File: config.mk
export PLATFORM = sky130hd
export DESIGN_NAME = adc_start_window
export DESIGN_NICKNAME = d
export VERILOG_FILES = /design/src/adc_window_pkg.sv /design/src/window_compare.sv /design/src/adc_start_window.sv
export VERILOG_INCLUDE_DIRS = /design/src /design/src/src
export SDC_FILE = /design/constraint.sdc
export NUM_CORES = 1
export LEC_CHECK = 0
export ABC_AREA = 1
export ABC_CLOCK_PERIOD_IN_PS = 1490
export BUFFER_PORTS_ARGS = -buffer_cell sky130_fd_sc_hd__buf_4
export CORE_ASPECT_RATIO = 0.5
export CORE_UTILIZATION = 55
export CTS_BUF_LIST = sky130_fd_sc_hd__clkbuf_8
export DETAILED_ROUTE_END_ITERATION = 12
export PLACE_DENSITY_LB_ADDON = 0.08
export SLEW_MARGIN = 30
export SYNTH_ARGS = -nofsm -noshare
export SYNTH_HDL_FRONTEND = slang
export SYNTH_HIERARCHICAL = 1
export SYNTH_SLANG_ARGS = --single-unit
File: constraint.sdc
create_clock -name clk_sys -period 1.49 [get_ports clk_sys]
set_clock_uncertainty 0.1 [all_clocks]
set_input_delay 0.2235 -clock clk_sys [delete_from_list [all_inputs] [get_ports clk_sys]]
set_output_delay 0.2235 -clock clk_sys [all_outputs]
set_load 0.02 [all_outputs]
File: src/adc_window_consts.svh
`ifndef ADC_WINDOW_CONSTS_SVH
`define ADC_WINDOW_CONSTS_SVH

// Byte-wide register addresses
`define CTL_ADDR 8'he8
`define GTL_ADDR 8'hc3
`define GTH_ADDR 8'hc4
`define LTL_ADDR 8'hc5
`define LTH_ADDR 8'hc6
`define RESL_ADDR 8'hbd
`define RESH_ADDR 8'hbe

// Control register bit positions
`define CTL_ENABLE_BIT 7
`define CTL_TRACK_BIT 6
`define CTL_DONE_BIT 5
`define CTL_BUSY_BIT 4
`define CTL_WIN_BIT 3
`define CTL_SEL_MSB 2
`define CTL_SEL_LSB 0

// Reset values
`define GT_RESET 8'hff
`define LT_RESET 8'h00
`define CTL_RESET 8'h00
`define RES_RESET 8'h00

// Extra tracking, in converter clocks
`define TRACK_CLOCKS 2'd3

`endif

File: src/adc_window_pkg.sv
package adc_window_pkg;

  // Start-of-conversion source codes
  typedef enum logic [2:0] {
    SRC_SOFTWARE = 3'h0,
    SRC_TIMER0 = 3'h1,
    SRC_TIMER2 = 3'h2,
    SRC_TIMER1 = 3'h3,
    SRC_EXTERNAL = 3'h4,
    SRC_TIMER3 = 3'h5,
    SRC_TIMER4 = 3'h6,
    SRC_NONE = 3'h7
  } start_src_t;

  // Conversion sequencer states
  typedef enum logic [1:0] {
    ST_IDLE,
    ST_TRACK,
    ST_CONVERT
  } conv_state_t;

endpackage : adc_window_pkg

File: src/window_compare.sv
`timescale 1ns/10ps
`include "adc_window_consts.svh"

// Pure compare of one result against both limits
module window_compare
  import adc_window_pkg::*;
#(
  parameter int WIDTH = 16
)
(
  input wire logic [WIDTH-1:0] result,
  input wire logic [WIDTH-1:0] gt_limit,
  input wire logic [WIDTH-1:0] lt_limit,
  output logic match
);

  // Limit order alone picks inside or outside; no mode bit exists
  always_comb
  begin
    if (lt_limit > gt_limit)
    begin
      // Inside window, both bounds exclusive
      match = (result > gt_limit) && (result < lt_limit); // [RULE_13] [RULE_11]
    end
    else
    begin
      // Outside window, both bounds exclusive
      match = (result < lt_limit) || (result > gt_limit); // [RULE_14] [RULE_11]
    end
  end

endmodule : window_compare

File: src/adc_start_window.sv
// Function
// [RULE_01] Window flag reads one after any match
// [RULE_02] Select 000: start on busy-bit write
// [RULE_03] Select 001: timer 0 overflow starts
// [RULE_04] Select 010: timer 2 overflow starts
// [RULE_05] Select 011: timer 1 overflow starts
// [RULE_06] Select 100: external rising edge starts
// [RULE_07] Select 101/110: timers 3/4 start
// [RULE_08] Compare results automatically, signal on match
// [RULE_09] Flag usable as interrupt or polled
// [RULE_10] Two 16-bit limits, byte-split registers
// [RULE_11] Limit order chooses inside or outside
// [RULE_12] Greater-than high byte: RW, resets ones
// [RULE_13] Inside window when less-than exceeds greater-than
// [RULE_14] Outside window otherwise, bounds exclusive
// [RULE_15] Delayed track adds three clocks, not external
// [RULE_16] Compare per new result; flag sticky
`timescale 1ns/10ps
`include "adc_window_consts.svh"

module adc_start_window
  import adc_window_pkg::*;
#(
  parameter int RES_WIDTH = 16
)
(
  input wire logic clk_sys,
  input wire logic rst_b,
  input wire logic ce,
  input wire logic [7:0] sfr_addr,
  input wire logic [7:0] sfr_wdata,
  input wire logic sfr_wr,
  input wire logic sfr_rd,
  output logic [7:0] sfr_rdata,
  input wire logic [4:0] timer_overflow,
  input wire logic external_convert_start,
  input wire logic sar_tick,
  input wire logic result_valid,
  input wire logic [RES_WIDTH-1:0] result_data,
  output logic convert_start,
  output logic conversion_busy,
  output logic window_match_flag
);

  // Software-visible registers and internal state
  logic [7:0] gth_reg; // Greater-than high byte
  logic [7:0] gtl_reg; // Greater-than low byte
  logic [7:0] lth_reg; // Less-than high byte
  logic [7:0] ltl_reg; // Less-than low byte
  logic [RES_WIDTH-1:0] result_reg; // Latched conversion word
  logic enable_reg; // Stored only, no effect here
  logic track_mode_reg; // Delayed track select
  logic done_reg; // Conversion complete flag
  logic [2:0] sel_reg; // Start source select
  logic ext_prev_reg; // Previous external pin level
  logic [1:0] track_cnt_reg; // Converter clocks tracked so far
  logic compare_pending_reg; // New result awaiting compare
  conv_state_t state_reg;
  logic match;
  logic ctl_wr;
  logic start_event;
  logic [15:0] gt_limit;
  logic [15:0] lt_limit;

  assign ctl_wr = sfr_wr && (sfr_addr == `CTL_ADDR);
  assign gt_limit = {gth_reg, gtl_reg}; // [RULE_10]
  assign lt_limit = {lth_reg, ltl_reg}; // [RULE_10]

  // Start source decode; unused code 111 never starts
  always_comb
  begin
    unique case (start_src_t'(sel_reg))
      SRC_SOFTWARE: start_event = ctl_wr && sfr_wdata[`CTL_BUSY_BIT]; // [RULE_02]
      SRC_TIMER0: start_event = timer_overflow[0]; // [RULE_03]
      SRC_TIMER2: start_event = timer_overflow[2]; // [RULE_04]
      SRC_TIMER1: start_event = timer_overflow[1]; // [RULE_05]
      SRC_EXTERNAL: start_event = external_convert_start && !ext_prev_reg; // [RULE_06]
      SRC_TIMER3: start_event = timer_overflow[3]; // [RULE_07]
      SRC_TIMER4: start_event = timer_overflow[4]; // [RULE_07]
      SRC_NONE: start_event = 1'b0;
    endcase
  end

  // Pin history for rising-edge detection
  always_ff @(posedge clk_sys)
  begin
    if (!rst_b)
      ext_prev_reg <= 1'b0;
    else if (ce)
      ext_prev_reg <= external_convert_start;
  end

  // Limit registers, byte writes
  always_ff @(posedge clk_sys)
  begin
    if (!rst_b)
    begin
      gth_reg <= `GT_RESET; // [RULE_12]
      gtl_reg <= `GT_RESET;
      lth_reg <= `LT_RESET;
      ltl_reg <= `LT_RESET;
    end
    else if (ce && sfr_wr)
    begin
      if (sfr_addr == `GTH_ADDR)
        gth_reg <= sfr_wdata; // [RULE_12]
      if (sfr_addr == `GTL_ADDR)
        gtl_reg <= sfr_wdata;
      if (sfr_addr == `LTH_ADDR)
        lth_reg <= sfr_wdata;
      if (sfr_addr == `LTL_ADDR)
        ltl_reg <= sfr_wdata;
    end
  end

  // Plain control fields
  always_ff @(posedge clk_sys)
  begin
    if (!rst_b)
    begin
      enable_reg <= 1'b0;
      track_mode_reg <= 1'b0;
      sel_reg <= 3'(`CTL_RESET);
    end
    else if (ce && ctl_wr)
    begin
      enable_reg <= sfr_wdata[`CTL_ENABLE_BIT];
      track_mode_reg <= sfr_wdata[`CTL_TRACK_BIT];
      sel_reg <= sfr_wdata[`CTL_SEL_MSB:`CTL_SEL_LSB];
    end
  end

  // Sequencer: starts while busy are dropped, a conversion is never cut short
  always_ff @(posedge clk_sys)
  begin
    if (!rst_b)
    begin
      state_reg <= ST_IDLE;
      track_cnt_reg <= 2'd0;
      convert_start <= 1'b0;
      conversion_busy <= 1'b0;
    end
    else if (ce)
    begin
      convert_start <= 1'b0;
      unique case (state_reg)
        ST_IDLE:
        begin
          if (start_event)
          begin
            conversion_busy <= 1'b1;
            track_cnt_reg <= 2'd0;
            // External pin start skips the extra tracking
            if (track_mode_reg && (sel_reg != SRC_EXTERNAL))
              state_reg <= ST_TRACK; // [RULE_15]
            else
            begin
              state_reg <= ST_CONVERT; // [RULE_15]
              convert_start <= 1'b1;
            end
          end
        end
        ST_TRACK:
        begin
          // Count converter clocks, then launch
          if (sar_tick)
          begin
            if (track_cnt_reg == `TRACK_CLOCKS - 2'd1)
            begin
              state_reg <= ST_CONVERT; // [RULE_15]
              convert_start <= 1'b1;
            end
            track_cnt_reg <= track_cnt_reg + 2'd1;
          end
        end
        ST_CONVERT:
        begin
          // Converter reports end of conversion with the result
          if (result_valid)
          begin
            state_reg <= ST_IDLE;
            conversion_busy <= 1'b0;
          end
        end
      endcase
    end
  end

  // Result capture; compare runs the cycle after the write
  always_ff @(posedge clk_sys)
  begin
    if (!rst_b)
    begin
      result_reg <= '0;
      compare_pending_reg <= 1'b0;
    end
    else if (ce)
    begin
      compare_pending_reg <= result_valid; // [RULE_16]
      if (result_valid)
        result_reg <= result_data;
    end
  end

  // Compare against the stored result, not the raw bus
  window_compare #(
    .WIDTH(16)
  ) u_compare (
    .result(16'(result_reg)),
    .gt_limit(gt_limit),
    .lt_limit(lt_limit),
    .match(match)
  );

  // Sticky flags; a set in the clearing cycle wins
  always_ff @(posedge clk_sys)
  begin
    if (!rst_b)
    begin
      window_match_flag <= 1'b0;
      done_reg <= 1'b0;
    end
    else if (ce)
    begin
      if (compare_pending_reg && match)
        window_match_flag <= 1'b1; // [RULE_01] [RULE_08] [RULE_09]
      else if (ctl_wr && !sfr_wdata[`CTL_WIN_BIT])
        window_match_flag <= 1'b0; // [RULE_16]
      if (result_valid)
        done_reg <= 1'b1;
      else if (ctl_wr && !sfr_wdata[`CTL_DONE_BIT])
        done_reg <= 1'b0;
    end
  end

  // Read data registered; unmapped addresses read zero
  always_ff @(posedge clk_sys)
  begin
    if (!rst_b)
      sfr_rdata <= 8'h00;
    else if (ce && sfr_rd)
    begin
      unique case (sfr_addr)
        `CTL_ADDR: sfr_rdata <= {enable_reg, track_mode_reg, done_reg, conversion_busy,
                                 window_match_flag, sel_reg}; // [RULE_09]
        `GTH_ADDR: sfr_rdata <= gth_reg; // [RULE_12]
        `GTL_ADDR: sfr_rdata <= gtl_reg;
        `LTH_ADDR: sfr_rdata <= lth_reg;
        `LTL_ADDR: sfr_rdata <= ltl_reg;
        `RESH_ADDR: sfr_rdata <= result_reg[15:8];
        `RESL_ADDR: sfr_rdata <= result_reg[7:0];
        default: sfr_rdata <= 8'h00;
      endcase
    end
  end
endmodule : adc_start_window

---- Yosys cells after proc, flatten, opt, wreduce, memory -nomap -nowiden ----
Cells that the tools add are included.
cells by class
  add/subtract/negate cells ............... 1
  order comparisons ....................... 3
  eq/ne operators ......................... 22
  mux-type cells .......................... 24
  reduce and logical (&&, ||, !) cells .... 31
operators by type and width
  cell                                                                   number
  8-bit equality test, second input constant                             7
  8-bit case mux with 7 select lines                                     1
  16-bit > comparator                                                    2
  16-bit less-than comparator                                            1
  2-bit 2-to-1 mux                                                       7
  2-bit AND reduction                                                    7
  3-bit equality test, second input constant                             4
  1-bit logical AND                                                      11
  1-bit 2-to-1 mux                                                       11
  2-bit != test, second input constant                                   4
  1-bit case mux with 8 select lines                                     1
  4-bit AND reduction                                                    2
  2-bit nonzero test                                                     4
  3-bit by 2-bit equality test with 1-bit output, second input constant  2
  2-bit case mux with 3 select lines                                     1
  5-bit AND reduction                                                    1
  2-bit equality test, second input constant                             2
  1-bit case mux with 2 select lines                                     2
  2-bit case mux with 2 select lines                                     1
  3-bit by 1-bit equality test with 1-bit output, second input constant  1
  1-bit zero test                                                        3
  3-bit zero test                                                        1
  3-bit != test, second input constant                                   1
  2-bit by 1-bit adder with 2-bit output, second input constant          1
  other kinds (3)                                                        3
word-level totals
  register bits after elaboration ......... 71
  output and inout bits ................... 11

---- Depth between registers and ports, before layout ----
  depth after elaboration ................. 6
  gate-level depth with buffers ........... 17
  mapped depth without buffers ............ 17

---- Hierarchy ----
The synthesis kept the hierarchy.
by module, submodules not included
  module            times used  cells an instance  area an instance (um^2)  seq. area each (um^2)
  adc_start_window  1           476                3320.7                   1421.4
  window_compare    1           200                1276.2                   0.0

---- Least setup slack after synthesis ----
OpenSTA, ideal clock, no wires.
  kind .................................... register to register
  start ................................... register gth_reg[3]
  end ..................................... register window_match_flag
  library setup time ...................... 0.070 ns
  arrival time ............................ 1.443 ns
  data required time ...................... 1.320 ns
  setup slack ............................. -0.124 ns
  stages on the path, launching flop included .. 12
  buffers on the path ..................... 0
  cells stage by stage .................... dfxtp_1 -> inv_1 -> ha_1 -> a21oi_1 -> o21ai_0 -> a21oi_2 -> nand2_1 -> o21ai_1 -> nand2_1 -> nand2_1 -> nand3_1 -> a21oi_1
between the ends
  longest elaborated chain between the ends .. 6
  elaborated cells between the ends (all ways) .. 9
RTL lines
  what                                                   line                                        source
  from (decl)                                            adc_start_window.sv:46                      logic [7:0] gth_reg;
  from (signal assigned)                                 adc_start_window.sv:98                      gth_reg <= `GT_RESET;
  from (signal assigned)                                 adc_start_window.sv:106                     gth_reg <= sfr_wdata;
  16-bit > comparator                                    window_compare.sv:23, window_compare.sv:28
  1-bit logical OR or 1-bit logical AND (tied branches)  window_compare.sv:28, window_compare.sv:23
  1-bit 2-to-1 mux *                                     window_compare.sv:20                        if (lt_limit > gt_limit)
  via match                                              adc_start_window.sv:59                      logic match;
  1-bit logical AND *                                    adc_start_window.sv:225                     if (compare_pending_reg && match)
  2-bit nonzero test (no line)                           --
  2-bit AND reduction (no line)                          --
  to (signal assigned)                                   adc_start_window.sv:220                     window_match_flag <= 1'b0;
  to (signal assigned)                                   adc_start_window.sv:226                     window_match_flag <= 1'b1;
  to (signal assigned)                                   adc_start_window.sv:228                     window_match_flag <= 1'b0;
  to (decl)                                              adc_start_window.sv:42                      output logic window_match_flag
Mark *: on every way through the listed nets, which the timed path passes. The rest lies on a longest branch.
A chain may end at the register's enable or synchronous reset.

---- Final worst setup path ----
  start ................................... register lth_reg[7]
  end ..................................... register window_match_flag
between the ends
  longest elaborated chain between the ends .. 6
  elaborated cells between the ends (all ways) .. 9
RTL lines
  what                                                   line                                        source
  from (decl)                                            adc_start_window.sv:48                      logic [7:0] lth_reg;
  from (signal assigned)                                 adc_start_window.sv:100                     lth_reg <= `LT_RESET;
  from (signal assigned)                                 adc_start_window.sv:110                     lth_reg <= sfr_wdata;
  16-bit less-than comparator                            window_compare.sv:23, window_compare.sv:28
  1-bit logical OR or 1-bit logical AND (tied branches)  window_compare.sv:28, window_compare.sv:23
  1-bit 2-to-1 mux *                                     window_compare.sv:20
  via match                                              adc_start_window.sv:59
  1-bit logical AND *                                    adc_start_window.sv:225
  2-bit nonzero test (no line)                           --
  2-bit AND reduction (no line)                          --
Marked as above.

==> metrics.txt <==
WL/cell=16.4 µm; Post-Syn Instances=676; synthesized flop and latch total=71; worst-skew pair later-pin latency=370 ps; Max Slew Vio Count=0; worst vdd ir=0.477 mV; Core Region=8060 µm²; pwr dens=666 nW/µm²; Synth top cells by count=125 x nand2_1, 97 x inv_1, 80 x a21oi_1, 71 x dfxtp_1, 69 x o21ai_0; Die X-Extent=131 µm; total power=4.23 mW; Period minus WS final=2060 ps; busiest layer in global routing=met2; I/O Buffers=55; die area=8750 µm²; H-tree depth=3; Final Hold Fails=0; CTS tree=done; fillers=573; CTS clock-pin slew for the worst setup and hold paths=80 ps; drt via density=5.56; Required @ worst endpoint=1690 ps; DRT iter0 DRCs=387; top-area cell type share of the netlist area=30.9%; Async SR Flop Fraction=0%; synthesized area=4600 µm²; Antenna Cells=0; placed cell count=900; maximum number of pins on one net before global-route repair=28; period utilization=138%; via total after detailed routing=5,131; worst slew pin tran=427 ps; vias in the first global route=4,570; Core Util, Final=78.8%; Setup CP Type=reg2reg; Post-synth EDFFs=0; P_leak=2.94 nW; fmax=486 MHz; cts hold-fix bufs=0; status=complete, but fails checks; post-synthesis sequential area ratio=30.9%; Net Count, Synth=772; clock buffer depth=2; Crit path arrival time=2260 ps; Final nets=902; met1 Use GR=44.6%; top cells by area, synth=dfxtp_1 31%, ha_1 14%, nand2_1 10%; layout cell share with drive strength beyond 1=36.4%; Reg area=1470 µm²; Detail Route Antenna Nets=0; final std cells w/o fill=923; Largest register FFs=16; Initial Util=57.0%; RSZ-0062 raised after global routing=yes; Synth Flop Type=dfxtp_1; I/O pin cnt=56; endpoints failing setup=1; drt first pass iters=5; cell taking the most area after synthesis=dfxtp_1; CP Capture Type=flop; GR Util met2=57.0%; Worst Setup Start Kind=flop; Final HPWL DP=10.9 mm; max_slew headroom=71.5%; Die Y=66.6 µm; routability cong.=1.01; Multi-input gate area=3110 µm²; All-Layer GR Usage=34.8%; crit path max fanout=3; max cap viols=0; root buf cell=clkbuf_8; first-pass GRT wire length=23.0 mm; leading cell type by number of instances after synthesis=nand2_1; drt drc=0; Ys Warns=6; CTS buffer count=9; clock sink count=71; final wirelength=15.1 mm; GRT overflow=0; HP Class=in2reg; Netlist cell types=32; Mapped Avg Cell Area=6.80 µm²; crit path setup slack, layout=-566 ps; violated checks=negative setup slack; Area growth syn-to-layout=38.1%; Site Rows=23; initial antenna violation count=0; GR Layer Usage met3=9.67%
## power breakdown
part	switching (mW)	internal [mW]
registers	0.0470	1.93
logic	0.342	0.270
clock network	0.850	0.794
## through the flow
| step | hold WS [ps] | area (µm²) | setup TNS (ps) | setup WS [ps] |
|---|---|---|---|---|
| global route | 21.4 | 6350 | -838 | -551 |
| detailed placement | 345 | 5660 | -5250 | -392 |
| CTS | 1.20 | 6140 | -287 | -287 |
| global placement | 343 | 5660 | -4460 | -346 |
| finish | 8.63 | 6350 | -566 | -566 |
| floorplan | 250 | 4610 | -109 | -109 |
## final cells by class
cell class,count,area share (%)
clock inverter,7,1.24
clock buffer,9,1.95
tap,112,2.21
sequential,71,23.2
timing repair buffer,134,16.2
inverter,102,6.19
multi-input combinational,488,49.0
## cells by family after synthesis
group                      after synthesis  synth area share [%]
adders and majority gates               51                  13.9
DFF                                     71                  30.9
AOI/OAI and AO/OA                      162                  18.0
and+or+nand+nor                        274                  27.1
buffers and inverters                  118                  10.1
## per-layer routing
layer / share of wire (%) / vias up
met5: 0 / -
met3: 9.9 / 48
li1: - / 2487
met4: 2.6 / 0
met2: 43 / 256
met1: 44 / 2340
## layout by cell type, fill, tap and decap left out, drive strengths merged, types with 5 or more instances in the layout
cell type  synthesis  routed
clkbuf             9       9
o21ai             76      76
nand2            133     133
inv              100     103
ha                51      51
dfxtp             71      71
a21oi             83      83
buf                7     134
nand4              4       5
nor3               7       7
nor2              70      70
nand3             57      57
clkinv             2       5
## critical path, stage by stage (launching register included)
cell	delay, ps
dfxtp_1	400
inv_1	70
ha_1	310
nand4_1	140
inv_1	90
nand2_1	110
nand3_1	130
a21oi_1	210
nand3_1	130
nand2_2	110
nand3_2	50
a21oi_1	130
## final timing paths
check                       from                end  slack [ps]  cells after the start
setup / recovery      lth_reg[7]  window_match_flag        -570                     11
hold reg to reg     ext_prev_reg       ext_prev_reg         350                      2
setup reg to reg      lth_reg[7]  window_match_flag        -570                     11
hold / removal    result_data[7]      result_reg[7]           9                      3
## what timing repair did
action                     4_1_cts  5_1_grt
buffers inserted                 4        2
hold endpoints to repair         0        0
gates cloned                     1        0
setup endpoints to repair        6       13
pin swaps                       17       28
resized for setup               63       65
Power figures use the tool's default switching activity.
